### src/core/sync_serial_pkg.sv
// shared types and constants of the clock synchronous serial channel
package sync_serial_pkg;

  // ------------
  // frame and buffering
  // ------------
  localparam int FRAME_BITS = 8;
  localparam logic [2:0] LAST_BIT_IDX = 3'h7;
  localparam logic [2:0] OVERRUN_BIT_IDX = 3'h6;
  localparam int TX_FIFO_DEPTH = 8;

  // ------------
  // prescaled clock source selection
  // ------------
  localparam logic [1:0] SRC_DIV1 = 2'h0;
  localparam logic [1:0] SRC_DIV2 = 2'h1;
  localparam logic [1:0] SRC_DIV8 = 2'h2;
  localparam logic [1:0] SRC_DIV32 = 2'h3;
  localparam logic [4:0] DIV2_MASK = 5'h01;
  localparam logic [4:0] DIV8_MASK = 5'h07;
  localparam logic [4:0] DIV32_MASK = 5'h1f;

  // ------------
  // reset values
  // ------------
  localparam logic [7:0] DATA_RESET = 8'h00;
  localparam logic [7:0] DIVIDER_RESET = 8'h00;
  localparam logic [4:0] PRESCALE_RESET = 5'h00;

  // configuration bits set by software
  typedef struct packed {
    logic clock_source_select;  // 0 internal, 1 from pin
    logic [1:0] prescale_select;
    logic [7:0] bit_rate_divider;
    logic handshake_enable;
    logic handshake_rts;        // 0 cts input, 1 rts output
    logic separate_cts_rts;     // channel 0 only
    logic open_drain;
    logic clock_edge_polarity;
    logic msb_first;
    logic tx_irq_source_select; // 0 buffer empty, 1 transfer done
    logic continuous_rx;
    logic invert_data;          // channel 2 only
    logic multi_clock_pins;     // channel 1 only
    logic clock_pin_select;     // channel 1 only
    logic pin_remap;            // channel 1 only
    logic tx_enable_flag;
    logic rx_enable_flag;
  } cfg_t;

  // status shown to software
  typedef struct packed {
    logic tx_buffer_empty_flag;
    logic tx_shift_empty;
    logic rx_full;
    logic overrun;
  } status_t;

  typedef enum logic {ST_IDLE, ST_SHIFT} state_t;

endpackage : sync_serial_pkg

### src/core/clock_sync_serial_channel.sv
// clock synchronous serial channel with transmit fifo

// ---------------------------------------------------------------
// transmit fifo
// ---------------------------------------------------------------
module sync_serial_fifo #(
  parameter int WIDTH = 8,
  parameter int DEPTH = 8
) (
  input wire logic clock_i,
  input wire logic rst_i,
  input wire logic [WIDTH-1:0] in_data_i,
  input wire logic in_valid_i,
  output logic in_ready_o,
  output logic [WIDTH-1:0] out_data_o,
  output logic out_valid_o,
  input wire logic out_ready_i
);
  localparam int AW = $clog2(DEPTH);
  logic [WIDTH-1:0] mem [DEPTH];
  logic [AW-1:0] wr_ptr_r;
  logic [AW-1:0] rd_ptr_r;
  logic [AW:0] count_r;
  logic push;
  logic pop;

  assign push = in_valid_i && in_ready_o;
  assign pop = out_valid_o && out_ready_i;
  assign out_data_o = mem[rd_ptr_r];

  // storage only, no reset needed
  always_ff @(posedge clock_i)
  begin
    if (push)
      mem[wr_ptr_r] <= in_data_i;
  end

  // pointers, count and registered full/empty
  always_ff @(posedge clock_i)
  begin
    if (rst_i)
    begin
      wr_ptr_r <= '0;
      rd_ptr_r <= '0;
      count_r <= '0;
      in_ready_o <= 1'b1;
      out_valid_o <= 1'b0;
    end
    else
    begin
      if (push)
        wr_ptr_r <= (wr_ptr_r == AW'(DEPTH - 1)) ? '0 : wr_ptr_r + 1'b1;
      if (pop)
        rd_ptr_r <= (rd_ptr_r == AW'(DEPTH - 1)) ? '0 : rd_ptr_r + 1'b1;
      if (push && !pop)
      begin
        count_r <= count_r + 1'b1;
        in_ready_o <= (count_r != (AW + 1)'(DEPTH - 1));
        out_valid_o <= 1'b1;
      end
      else if (pop && !push)
      begin
        count_r <= count_r - 1'b1;
        in_ready_o <= 1'b1;
        out_valid_o <= (count_r != (AW + 1)'(1));
      end
    end
  end
endmodule : sync_serial_fifo

// ---------------------------------------------------------------
// serial channel
// ---------------------------------------------------------------
module clock_sync_serial_channel
  import sync_serial_pkg::*;
#(
  parameter int CHANNEL = 0
) (
  input wire logic clock_i,
  input wire logic rst_i,
  input wire cfg_t cfg_i,
  input wire logic [7:0] tx_data_i,
  input wire logic tx_valid_i,
  output logic tx_ready_o,
  input wire logic rx_read_i,
  output logic [7:0] rx_buffer_reg_o,
  output status_t status_o,
  output logic tx_irq_o,
  output logic rx_irq_o,
  input wire logic serial_clock_pin_i,
  output logic serial_clock_pin_o,
  output logic serial_clock_pin_oe_o,
  output logic serial_clock_alt_o,
  output logic serial_clock_alt_oe_o,
  input wire logic rxd_i,
  output logic txd_o,
  output logic txd_oe_o,
  input wire logic cts_n_i,
  output logic rts_n_o,
  output logic rts_n_oe_o,
  output logic pin_group_o
);

  // ---------------------------------------------------------------
  // helpers
  // ---------------------------------------------------------------
  // prescaled source tick for the selected divide
  function automatic logic src_tick(input logic [1:0] sel, input logic [4:0] cnt);
    unique case (sel)
      SRC_DIV1: src_tick = 1'b1;
      SRC_DIV2: src_tick = ((cnt & DIV2_MASK) == DIV2_MASK);
      SRC_DIV8: src_tick = ((cnt & DIV8_MASK) == DIV8_MASK);
      SRC_DIV32: src_tick = ((cnt & DIV32_MASK) == DIV32_MASK);
    endcase
  endfunction : src_tick

  // next outgoing bit for the chosen order
  function automatic logic out_bit(input logic [7:0] sh, input logic msb);
    out_bit = msb ? sh[7] : sh[0];
  endfunction : out_bit

  // shift a bit into a word in the chosen order
  function automatic logic [7:0] shift_in(input logic [7:0] sh, input logic b,
                                          input logic msb);
    shift_in = msb ? {sh[6:0], b} : {b, sh[7:1]};
  endfunction : shift_in

  // ---------------------------------------------------------------
  // declarations
  // ---------------------------------------------------------------
  state_t state_r;
  logic [7:0] fifo_data;
  logic fifo_valid;
  logic fifo_ready;
  logic [7:0] tx_buffer_reg_r;
  logic tx_empty_r;
  logic [7:0] tx_shift_r;
  logic [7:0] rx_shift_r;
  logic [2:0] bit_cnt_r;
  logic rx_active_r;
  logic rx_full_r;
  logic overrun_r;
  logic cont_pending_r;
  logic [4:0] presc_r;
  logic [7:0] brg_r;
  logic sclk_r;
  logic sclk_prev_r;
  logic txd_level_r;
  logic idle_level;
  logic half_tick;
  logic drive_edge;
  logic sample_edge;
  logic cts_used;
  logic rts_used;
  logic cts_ok;
  logic tx_start;
  logic cont_start;
  logic start;
  logic load;
  logic rx_bit;
  logic last_sample;
  logic inv;

  assign inv = (CHANNEL == 2) && cfg_i.invert_data;

  // ---------------------------------------------------------------
  // transmit buffer fed from the fifo
  // ---------------------------------------------------------------
  // fifo only drains while the buffer is empty, so a slow link
  // back-pressures the writer through tx_ready_o
  assign fifo_ready = tx_empty_r;

  sync_serial_fifo #(
    .WIDTH(FRAME_BITS),
    .DEPTH(TX_FIFO_DEPTH)
  ) u_tx_fifo (
    .clock_i(clock_i),
    .rst_i(rst_i),
    .in_data_i(tx_data_i),
    .in_valid_i(tx_valid_i),
    .in_ready_o(tx_ready_o),
    .out_data_o(fifo_data),
    .out_valid_o(fifo_valid),
    .out_ready_i(fifo_ready)
  );

  // ---------------------------------------------------------------
  // start conditions
  // ---------------------------------------------------------------
  // handshake mode decode
  assign cts_used = cfg_i.handshake_enable &&
                    (!cfg_i.handshake_rts || ((CHANNEL == 0) && cfg_i.separate_cts_rts));
  assign rts_used = cfg_i.handshake_enable &&
                    (cfg_i.handshake_rts || ((CHANNEL == 0) && cfg_i.separate_cts_rts));
  assign cts_ok = !cts_used || !cts_n_i;
  assign tx_start = cfg_i.tx_enable_flag && !tx_empty_r && cts_ok;
  assign cont_start = cfg_i.continuous_rx && cfg_i.rx_enable_flag &&
                      cfg_i.tx_enable_flag && cont_pending_r && cts_ok;
  assign start = (state_r == ST_IDLE) && (tx_start || cont_start);
  // buffer word moves into the shift register
  assign load = tx_start && (state_r == ST_IDLE || last_sample);

  // ---------------------------------------------------------------
  // transfer clock edges
  // ---------------------------------------------------------------
  // idle high for polarity 0, low for 1
  assign idle_level = !cfg_i.clock_edge_polarity;
  assign half_tick = src_tick(cfg_i.prescale_select, presc_r) && (brg_r == DIVIDER_RESET);
  // pin clock edges when source select is high
  always_comb
  begin
    if (cfg_i.clock_source_select)
    begin
      // drive edge moves away from idle level
      drive_edge = (serial_clock_pin_i != sclk_prev_r) &&
                   (serial_clock_pin_i == cfg_i.clock_edge_polarity);
      sample_edge = (serial_clock_pin_i != sclk_prev_r) &&
                    (serial_clock_pin_i == idle_level);
    end
    else
    begin
      drive_edge = half_tick && (sclk_r == idle_level);
      sample_edge = half_tick && (sclk_r != idle_level);
    end
  end
  assign rx_bit = rxd_i ^ inv;
  // eighth sampled bit ends the frame
  assign last_sample = sample_edge && (bit_cnt_r == LAST_BIT_IDX);

  // prescaler for the source selection, free running
  always_ff @(posedge clock_i)
  begin
    if (rst_i)
      presc_r <= PRESCALE_RESET;
    else
      presc_r <= presc_r + 1'b1;
  end

  // divider counts n+1 source ticks per half period
  always_ff @(posedge clock_i)
  begin
    if (rst_i)
    begin
      brg_r <= DIVIDER_RESET;
      sclk_r <= 1'b1;
    end
    else if (state_r == ST_IDLE || cfg_i.clock_source_select)
    begin
      brg_r <= cfg_i.bit_rate_divider;
      sclk_r <= idle_level;
    end
    else if (src_tick(cfg_i.prescale_select, presc_r))
    begin
      if (brg_r == DIVIDER_RESET)
      begin
        brg_r <= cfg_i.bit_rate_divider;
        sclk_r <= !sclk_r;
      end
      else
        brg_r <= brg_r - 1'b1;
    end
  end

  // pin clock history; unreset so no false edge follows reset
  always_ff @(posedge clock_i)
  begin
    sclk_prev_r <= serial_clock_pin_i;
  end

  // ---------------------------------------------------------------
  // frame sequencer
  // ---------------------------------------------------------------
  always_ff @(posedge clock_i)
  begin
    if (rst_i)
      state_r <= ST_IDLE;
    else
      unique case (state_r)
        ST_IDLE:
          if (start)
            state_r <= ST_SHIFT;
        ST_SHIFT:
          // chain next word without idle gap
          if (last_sample && !tx_start)
            state_r <= ST_IDLE;
      endcase
  end

  // transmit buffer and its empty flag
  always_ff @(posedge clock_i)
  begin
    if (rst_i)
    begin
      tx_buffer_reg_r <= DATA_RESET;
      tx_empty_r <= 1'b1;
    end
    else if (load)
      tx_empty_r <= 1'b1;
    else if (fifo_valid && tx_empty_r)
    begin
      tx_buffer_reg_r <= fifo_data;
      tx_empty_r <= 1'b0;
    end
  end

  // shift registers and bit counter
  always_ff @(posedge clock_i)
  begin
    if (rst_i)
    begin
      tx_shift_r <= DATA_RESET;
      rx_shift_r <= DATA_RESET;
      bit_cnt_r <= '0;
      txd_level_r <= 1'b1;
      rx_active_r <= 1'b0;
    end
    else if (load)
    begin
      // dummy word loads even when only receiving
      tx_shift_r <= tx_buffer_reg_r;
      bit_cnt_r <= '0;
      // reception joins a transmit start when its enable flag is set
      rx_active_r <= cfg_i.rx_enable_flag;
      if (last_sample)
        rx_shift_r <= shift_in(rx_shift_r, rx_bit, cfg_i.msb_first);
    end
    else if (start)
    begin
      // continuous receive reuses the last word as dummy data
      bit_cnt_r <= '0;
      rx_active_r <= 1'b1;
    end
    else if (state_r == ST_SHIFT)
    begin
      if (drive_edge)
      begin
        txd_level_r <= out_bit(tx_shift_r, cfg_i.msb_first) ^ inv;
        tx_shift_r <= cfg_i.msb_first ? {tx_shift_r[6:0], tx_shift_r[7]}
                                      : {tx_shift_r[0], tx_shift_r[7:1]};
      end
      if (sample_edge)
      begin
        rx_shift_r <= shift_in(rx_shift_r, rx_bit, cfg_i.msb_first);
        bit_cnt_r <= bit_cnt_r + 1'b1;
      end
    end
    // transmit level returns high between frames
    else
      txd_level_r <= 1'b1;
  end

  // ---------------------------------------------------------------
  // receive buffer, overrun and continuous restart
  // ---------------------------------------------------------------
  always_ff @(posedge clock_i)
  begin
    if (rst_i)
    begin
      rx_buffer_reg_o <= DATA_RESET;
      rx_full_r <= 1'b0;
      overrun_r <= 1'b0;
      cont_pending_r <= 1'b0;
    end
    else
    begin
      // seventh bit with unread buffer is overrun
      if (state_r == ST_SHIFT && rx_active_r && sample_edge &&
          bit_cnt_r == OVERRUN_BIT_IDX && rx_full_r && !rx_read_i)
        overrun_r <= 1'b1;
      else if (!cfg_i.rx_enable_flag)
        overrun_r <= 1'b0;
      // completed word moves to the buffer; set beats read
      if (state_r == ST_SHIFT && rx_active_r && last_sample)
      begin
        rx_buffer_reg_o <= shift_in(rx_shift_r, rx_bit, cfg_i.msb_first);
        rx_full_r <= 1'b1;
      end
      else if (rx_read_i)
        rx_full_r <= 1'b0;
      // read arms next reception, start consumes it
      if (rx_read_i && cfg_i.continuous_rx)
        cont_pending_r <= 1'b1;
      else if (start || !cfg_i.continuous_rx)
        cont_pending_r <= 1'b0;
    end
  end

  // ---------------------------------------------------------------
  // request pulses
  // ---------------------------------------------------------------
  // the per-channel source bit arrives as tx_irq_source_select
  always_ff @(posedge clock_i)
  begin
    if (rst_i)
    begin
      tx_irq_o <= 1'b0;
      rx_irq_o <= 1'b0;
    end
    else
    begin
      // buffer to shift register raises request, or frame end for source 1
      tx_irq_o <= cfg_i.tx_irq_source_select ? (state_r == ST_SHIFT && last_sample) : load;
      rx_irq_o <= state_r == ST_SHIFT && rx_active_r && last_sample &&
                  !(rx_full_r && !rx_read_i);
    end
  end

  // ---------------------------------------------------------------
  // pins and status, all registered
  // ---------------------------------------------------------------
  always_ff @(posedge clock_i)
  begin
    if (rst_i)
    begin
      txd_o <= 1'b1;
      txd_oe_o <= 1'b0;
      serial_clock_pin_o <= 1'b1;
      serial_clock_pin_oe_o <= 1'b0;
      serial_clock_alt_o <= 1'b1;
      serial_clock_alt_oe_o <= 1'b0;
      rts_n_o <= 1'b1;
      rts_n_oe_o <= 1'b0;
      pin_group_o <= 1'b0;
      status_o <= '0;
    end
    else
    begin
      // open drain floats for a high level
      txd_o <= txd_level_r;
      txd_oe_o <= cfg_i.open_drain ? !txd_level_r : 1'b1;
      // channel 1 routes clock to either pin
      serial_clock_pin_o <= sclk_r;
      serial_clock_alt_o <= sclk_r;
      serial_clock_pin_oe_o <= !cfg_i.clock_source_select &&
                               !((CHANNEL == 1) && cfg_i.multi_clock_pins &&
                                 cfg_i.clock_pin_select);
      serial_clock_alt_oe_o <= !cfg_i.clock_source_select && (CHANNEL == 1) &&
                               cfg_i.multi_clock_pins && cfg_i.clock_pin_select;
      // rts drives its pin only while rts is in use; beside cts only on channel 0 with separate_cts_rts
      rts_n_o <= !(cfg_i.rx_enable_flag && !rx_full_r);
      rts_n_oe_o <= rts_used;
      pin_group_o <= (CHANNEL == 1) && cfg_i.pin_remap;
      status_o.tx_buffer_empty_flag <= tx_empty_r;
      status_o.tx_shift_empty <= (state_r == ST_IDLE);
      status_o.rx_full <= rx_full_r;
      status_o.overrun <= overrun_r;
    end
  end

endmodule : clock_sync_serial_channel

### config.mk
export PLATFORM = sky130hd
export DESIGN_NAME = clock_sync_serial_channel
export DESIGN_NICKNAME = d
export VERILOG_FILES = /design/src/core/sync_serial_pkg.sv /design/src/core/clock_sync_serial_channel.sv
export SDC_FILE = /design/constraint.sdc
export NUM_CORES = 1
export LEC_CHECK = 0
export BUFFER_PORTS_ARGS = -buffer_cell sky130_fd_sc_hd__buf_2
export CORE_UTILIZATION = 50
export DETAILED_ROUTE_END_ITERATION = 12
export PLACE_DENSITY_LB_ADDON = 0.05
export SYNTH_ARGS = -nofsm -noshare
export SYNTH_HDL_FRONTEND = slang
export SYNTH_SLANG_ARGS = --single-unit
### constraint.sdc
create_clock -name clock_i -period 3.6 [get_ports clock_i]
set_input_delay 0.54 -clock clock_i [delete_from_list [all_inputs] [get_ports clock_i]]
set_output_delay 0.54 -clock clock_i [all_outputs]
set_load 0.01 [all_outputs]
==> results.json <==
{
  "run_status": "complete, no violations",
  "crit_path_max_incr_delay_ns": 0.47,
  "final_layout_size_suffix_gt1_share_pct": 21.6,
  "area_delta_synth_final_pct": 16.6,
  "post_cts_buffers": 0,
  "syn_inst": 517,
  "cts_root_buf": "clkbuf_16",
  "cp_slowest_cell": "nor4b_1",
  "ir_worst_vdd_mv": 0.361,
  "rsz0062_at_grt": "false",
  "synth_seq_cells": 145,
  "grt_pass1_wl_um": 19200,
  "first_pass_iters": 5,
  "grt_overflow": 0,
  "grt_max_degree": 37,
  "power_density_nw_per_um2": 578,
  "core-area_sq_um": 12000,
  "setup_tns_ns": 0,
  "async_flop_share_pct": 0,
  "cap_violations": 0,
  "synth.area.top_cells": "edfxtp_1, dfxtp_1, mux4_2",
  "p_leak_nw": 2.65,
  "numPortBuffers": 57,
  "ys.flop_type": "dfxtp_1",
  "num-nets-final": 631,
  "fin_crit_ns": 2.65,
  "cts_max_level": 4,
  "path_clk_slew_ns": 0.06,
  "clock-sinks": 145,
  "die_y_um": 113,
  "swShare_pct": 24.5,
  "post_cts_resized": 0,
  "required_ns": 3.91,
  "vias": 4103,
  "grt_antenna_before_repair": 1,
  "synth_area_leader_cell": "edfxtp_1",
  "timing.final.crit_share_pct": 73.6,
  "ys.warnings.count": 0,
  "setup_violations": 0,
  "ant_nets": 0,
  "cts_buffers": 17,
  "pwr-share-clk_pct": 42.8,
  "n_antenna_cell": 0,
  "routedWlPerCell_um": 15.6,
  "initial_core_util_pct": 51.2,
  "placed_area_sq_um": 6540,
  "cts_tree": "done",
  "io-pin-count": 64,
  "start_kind": "register",
  "postLayoutCellArea_sq_um": 7140,
  "synth_common_cells": "dfxtp_1, edfxtp_1, nor2_1",
  "synth_most_common_cell": "dfxtp_1",
  "drcViolationCount": 0,
  "netlist_area_sq_um": 6120,
  "place_hpwl_um": 7670,
  "p_switching_w": 0.00101,
  "path_class": "reg -> reg",
  "syn_area_per_cell_sq_um": 11.8,
  "die_area_sq_um": 12700,
  "p_comb_share_pct": 11.4,
  "cts_hold_buf": 0,
  "yosysUniqueCellTypes": 52,
  "via_per_inst": 5.57,
  "end_kind": "register",
  "hold_path_class": "in -> reg",
  "path_cells": "inv_1 > ha_1 > nor4b_1 > nand4_1 > o22ai_1 > o21ai_1 > or2_2 > a32o_1",
  "fin_skew_ns": 0.00876,
  "clock.fmax_mhz": 377,
  "relSlewSlack_pct": 39.6,
  "p_int_w": 0.00311,
  "worstMarginPinSlew_ns": 0.905,
  "seqPwrFrac_pct": 45.8,
  "rows": 40,
  "grt_pass1_vias": 3920,
  "insertion_delay_ns": 0.42,
  "final_hold_viol_count": 0,
  "seq_area_frac_synth_pct": 57.9,
  "yosysTopAreaCellShare_pct": 31.4,
  "cp.arrival_ns": 2.96,
  "gp_congestion": 0.750,
  "fp.dieW_um": 113,
  "clock_path_buffers": 2,
  "slew_viol_final": 0,
  "drt-initial-drc-count": 288,
  "drt_wl_total_um": 11500,
  "gr-usage-all-layers_pct": 19.7,
  "synth-edff-count": 64,
  "cp_max_fo": 11
}
==> sequential cells by signal (all words and copies together) (netlist names), 3 cells and up <==
register and cells:
u_tx_fifo.mem 64, brg_r 8, rx_buffer_reg_o 8, rx_shift_r 8, tx_buffer_reg_r 8, tx_shift_r 8
presc_r 5, status_o 4, u_tx_fifo.count_r 4, bit_cnt_r 3, u_tx_fifo.rd_ptr_r 3, u_tx_fifo.wr_ptr_r 3
==> metrics by stage <==
stage / util, % / std cells / worst slack [ns] / hold slack, ns / power (W)
global route: 59.7 / 736 / 0.666 / 0.279 / 0.00430
detailed placement: 54.7 / 704 / 0.958 / 0.429 / 0.00240
global placement: 54.7 / 704 / 0.991 / 0.420 / 0.00238
finish: 59.7 / 736 / 0.950 / 0.274 / 0.00413
floorplan: - / 518 / 1.21 / 0.400 / 0.00226
CTS: 59.7 / 736 / 0.929 / 0.262 / 0.00416
==> worst paths after layout <==
check	depth (start not counted)	endpoint	slack, ns	start
setup / recovery	8	tx_shift_r[1]	0.95	brg_r[0]
hold / removal	1	sclk_prev_r	0.27	serial_clock_pin_i
setup reg to reg	8	tx_shift_r[1]	0.95	brg_r[0]
hold reg to reg	1	txd_oe_o	0.44	txd_level_r
==> cell families (layout without fill, tap and decap cells) <==
group	count (synthesis)	after routing	synth area share (%)
AOI/OAI and AO/OA	105	105	11.8
DFF	145	145	57.9
muxes	42	42	10.1
other	1	2	0.0613
xor gates and xnor gates	7	7	1.00
and+or+nand+nor	164	164	13.4
buffers and inverters	38	109	2.58
adders and majority gates	15	15	3.07
==> cell usage in the layout (no fill, tap or decap), types with 5 or more instances in the layout <==
master,synthesis,layout
a211oi_1,27,27
a21oi_1,23,23
a32o_1,8,8
buf_2,3,57
buf_4,3,9
clkbuf_16,0,17
dfxtp_1,81,81
edfxtp_1,64,64
ha_1,15,15
inv_1,11,11
mux2i_1,26,26
mux4_2,16,16
nand2_1,26,26
nand2b_1,5,5
nand3_1,7,7
nor2_1,62,62
nor2b_1,12,12
nor3_1,9,9
nor3b_1,8,8
o21ai_0,22,22
or2_2,11,11
==> power by group through the flow <==
stage	logic [W]	registers, W	clock network [W]
detailed placement	0.000471	0.00192	0
CTS	0.000476	0.00189	0.00179
global placement	0.000461	0.00192	0
finish	0.000470	0.00189	0.00177
floorplan	0.000372	0.00189	0
global route	0.000534	0.00191	0.00186
==> metal layers <==
| layer | vias up | wire [um] | GRT usage [%] |
|---|---|---|---|
| met5 | - | 0 | 0 |
| met4 | 0 | 214 | 9.33 |
| met3 | 16 | 425 | 4.27 |
| met2 | 68 | 5530 | 31.5 |
| met1 | 1977 | 5320 | 25.6 |
| li1 | 2042 | - | - |
==> critical path, delay by kind of cell, from the launching register on <==
| family | cells | cell delay (ns) |
|---|---|---|
| AO/OA/AOI/OAI | 3 | 0.89 |
| adder cells (fa/ha/maj) | 1 | 0.22 |
| buffers and inverters | 1 | 0.08 |
| flip-flops | 1 | 0.34 |
| AND/OR/NAND/NOR | 3 | 1.00 |
==> final cells by class <==
class	instances	area, sq um
Clock buffer	18	429
Clock inverter	14	164
Fill cell	986	4820
Inverter	11	41.3
Multi-Input combinational cell	335	2420
Sequential cell	145	3540
Tap cell	147	184
Timing Repair Buffer	66	353
No activity file was read; power rests on OpenSTA's default activity.
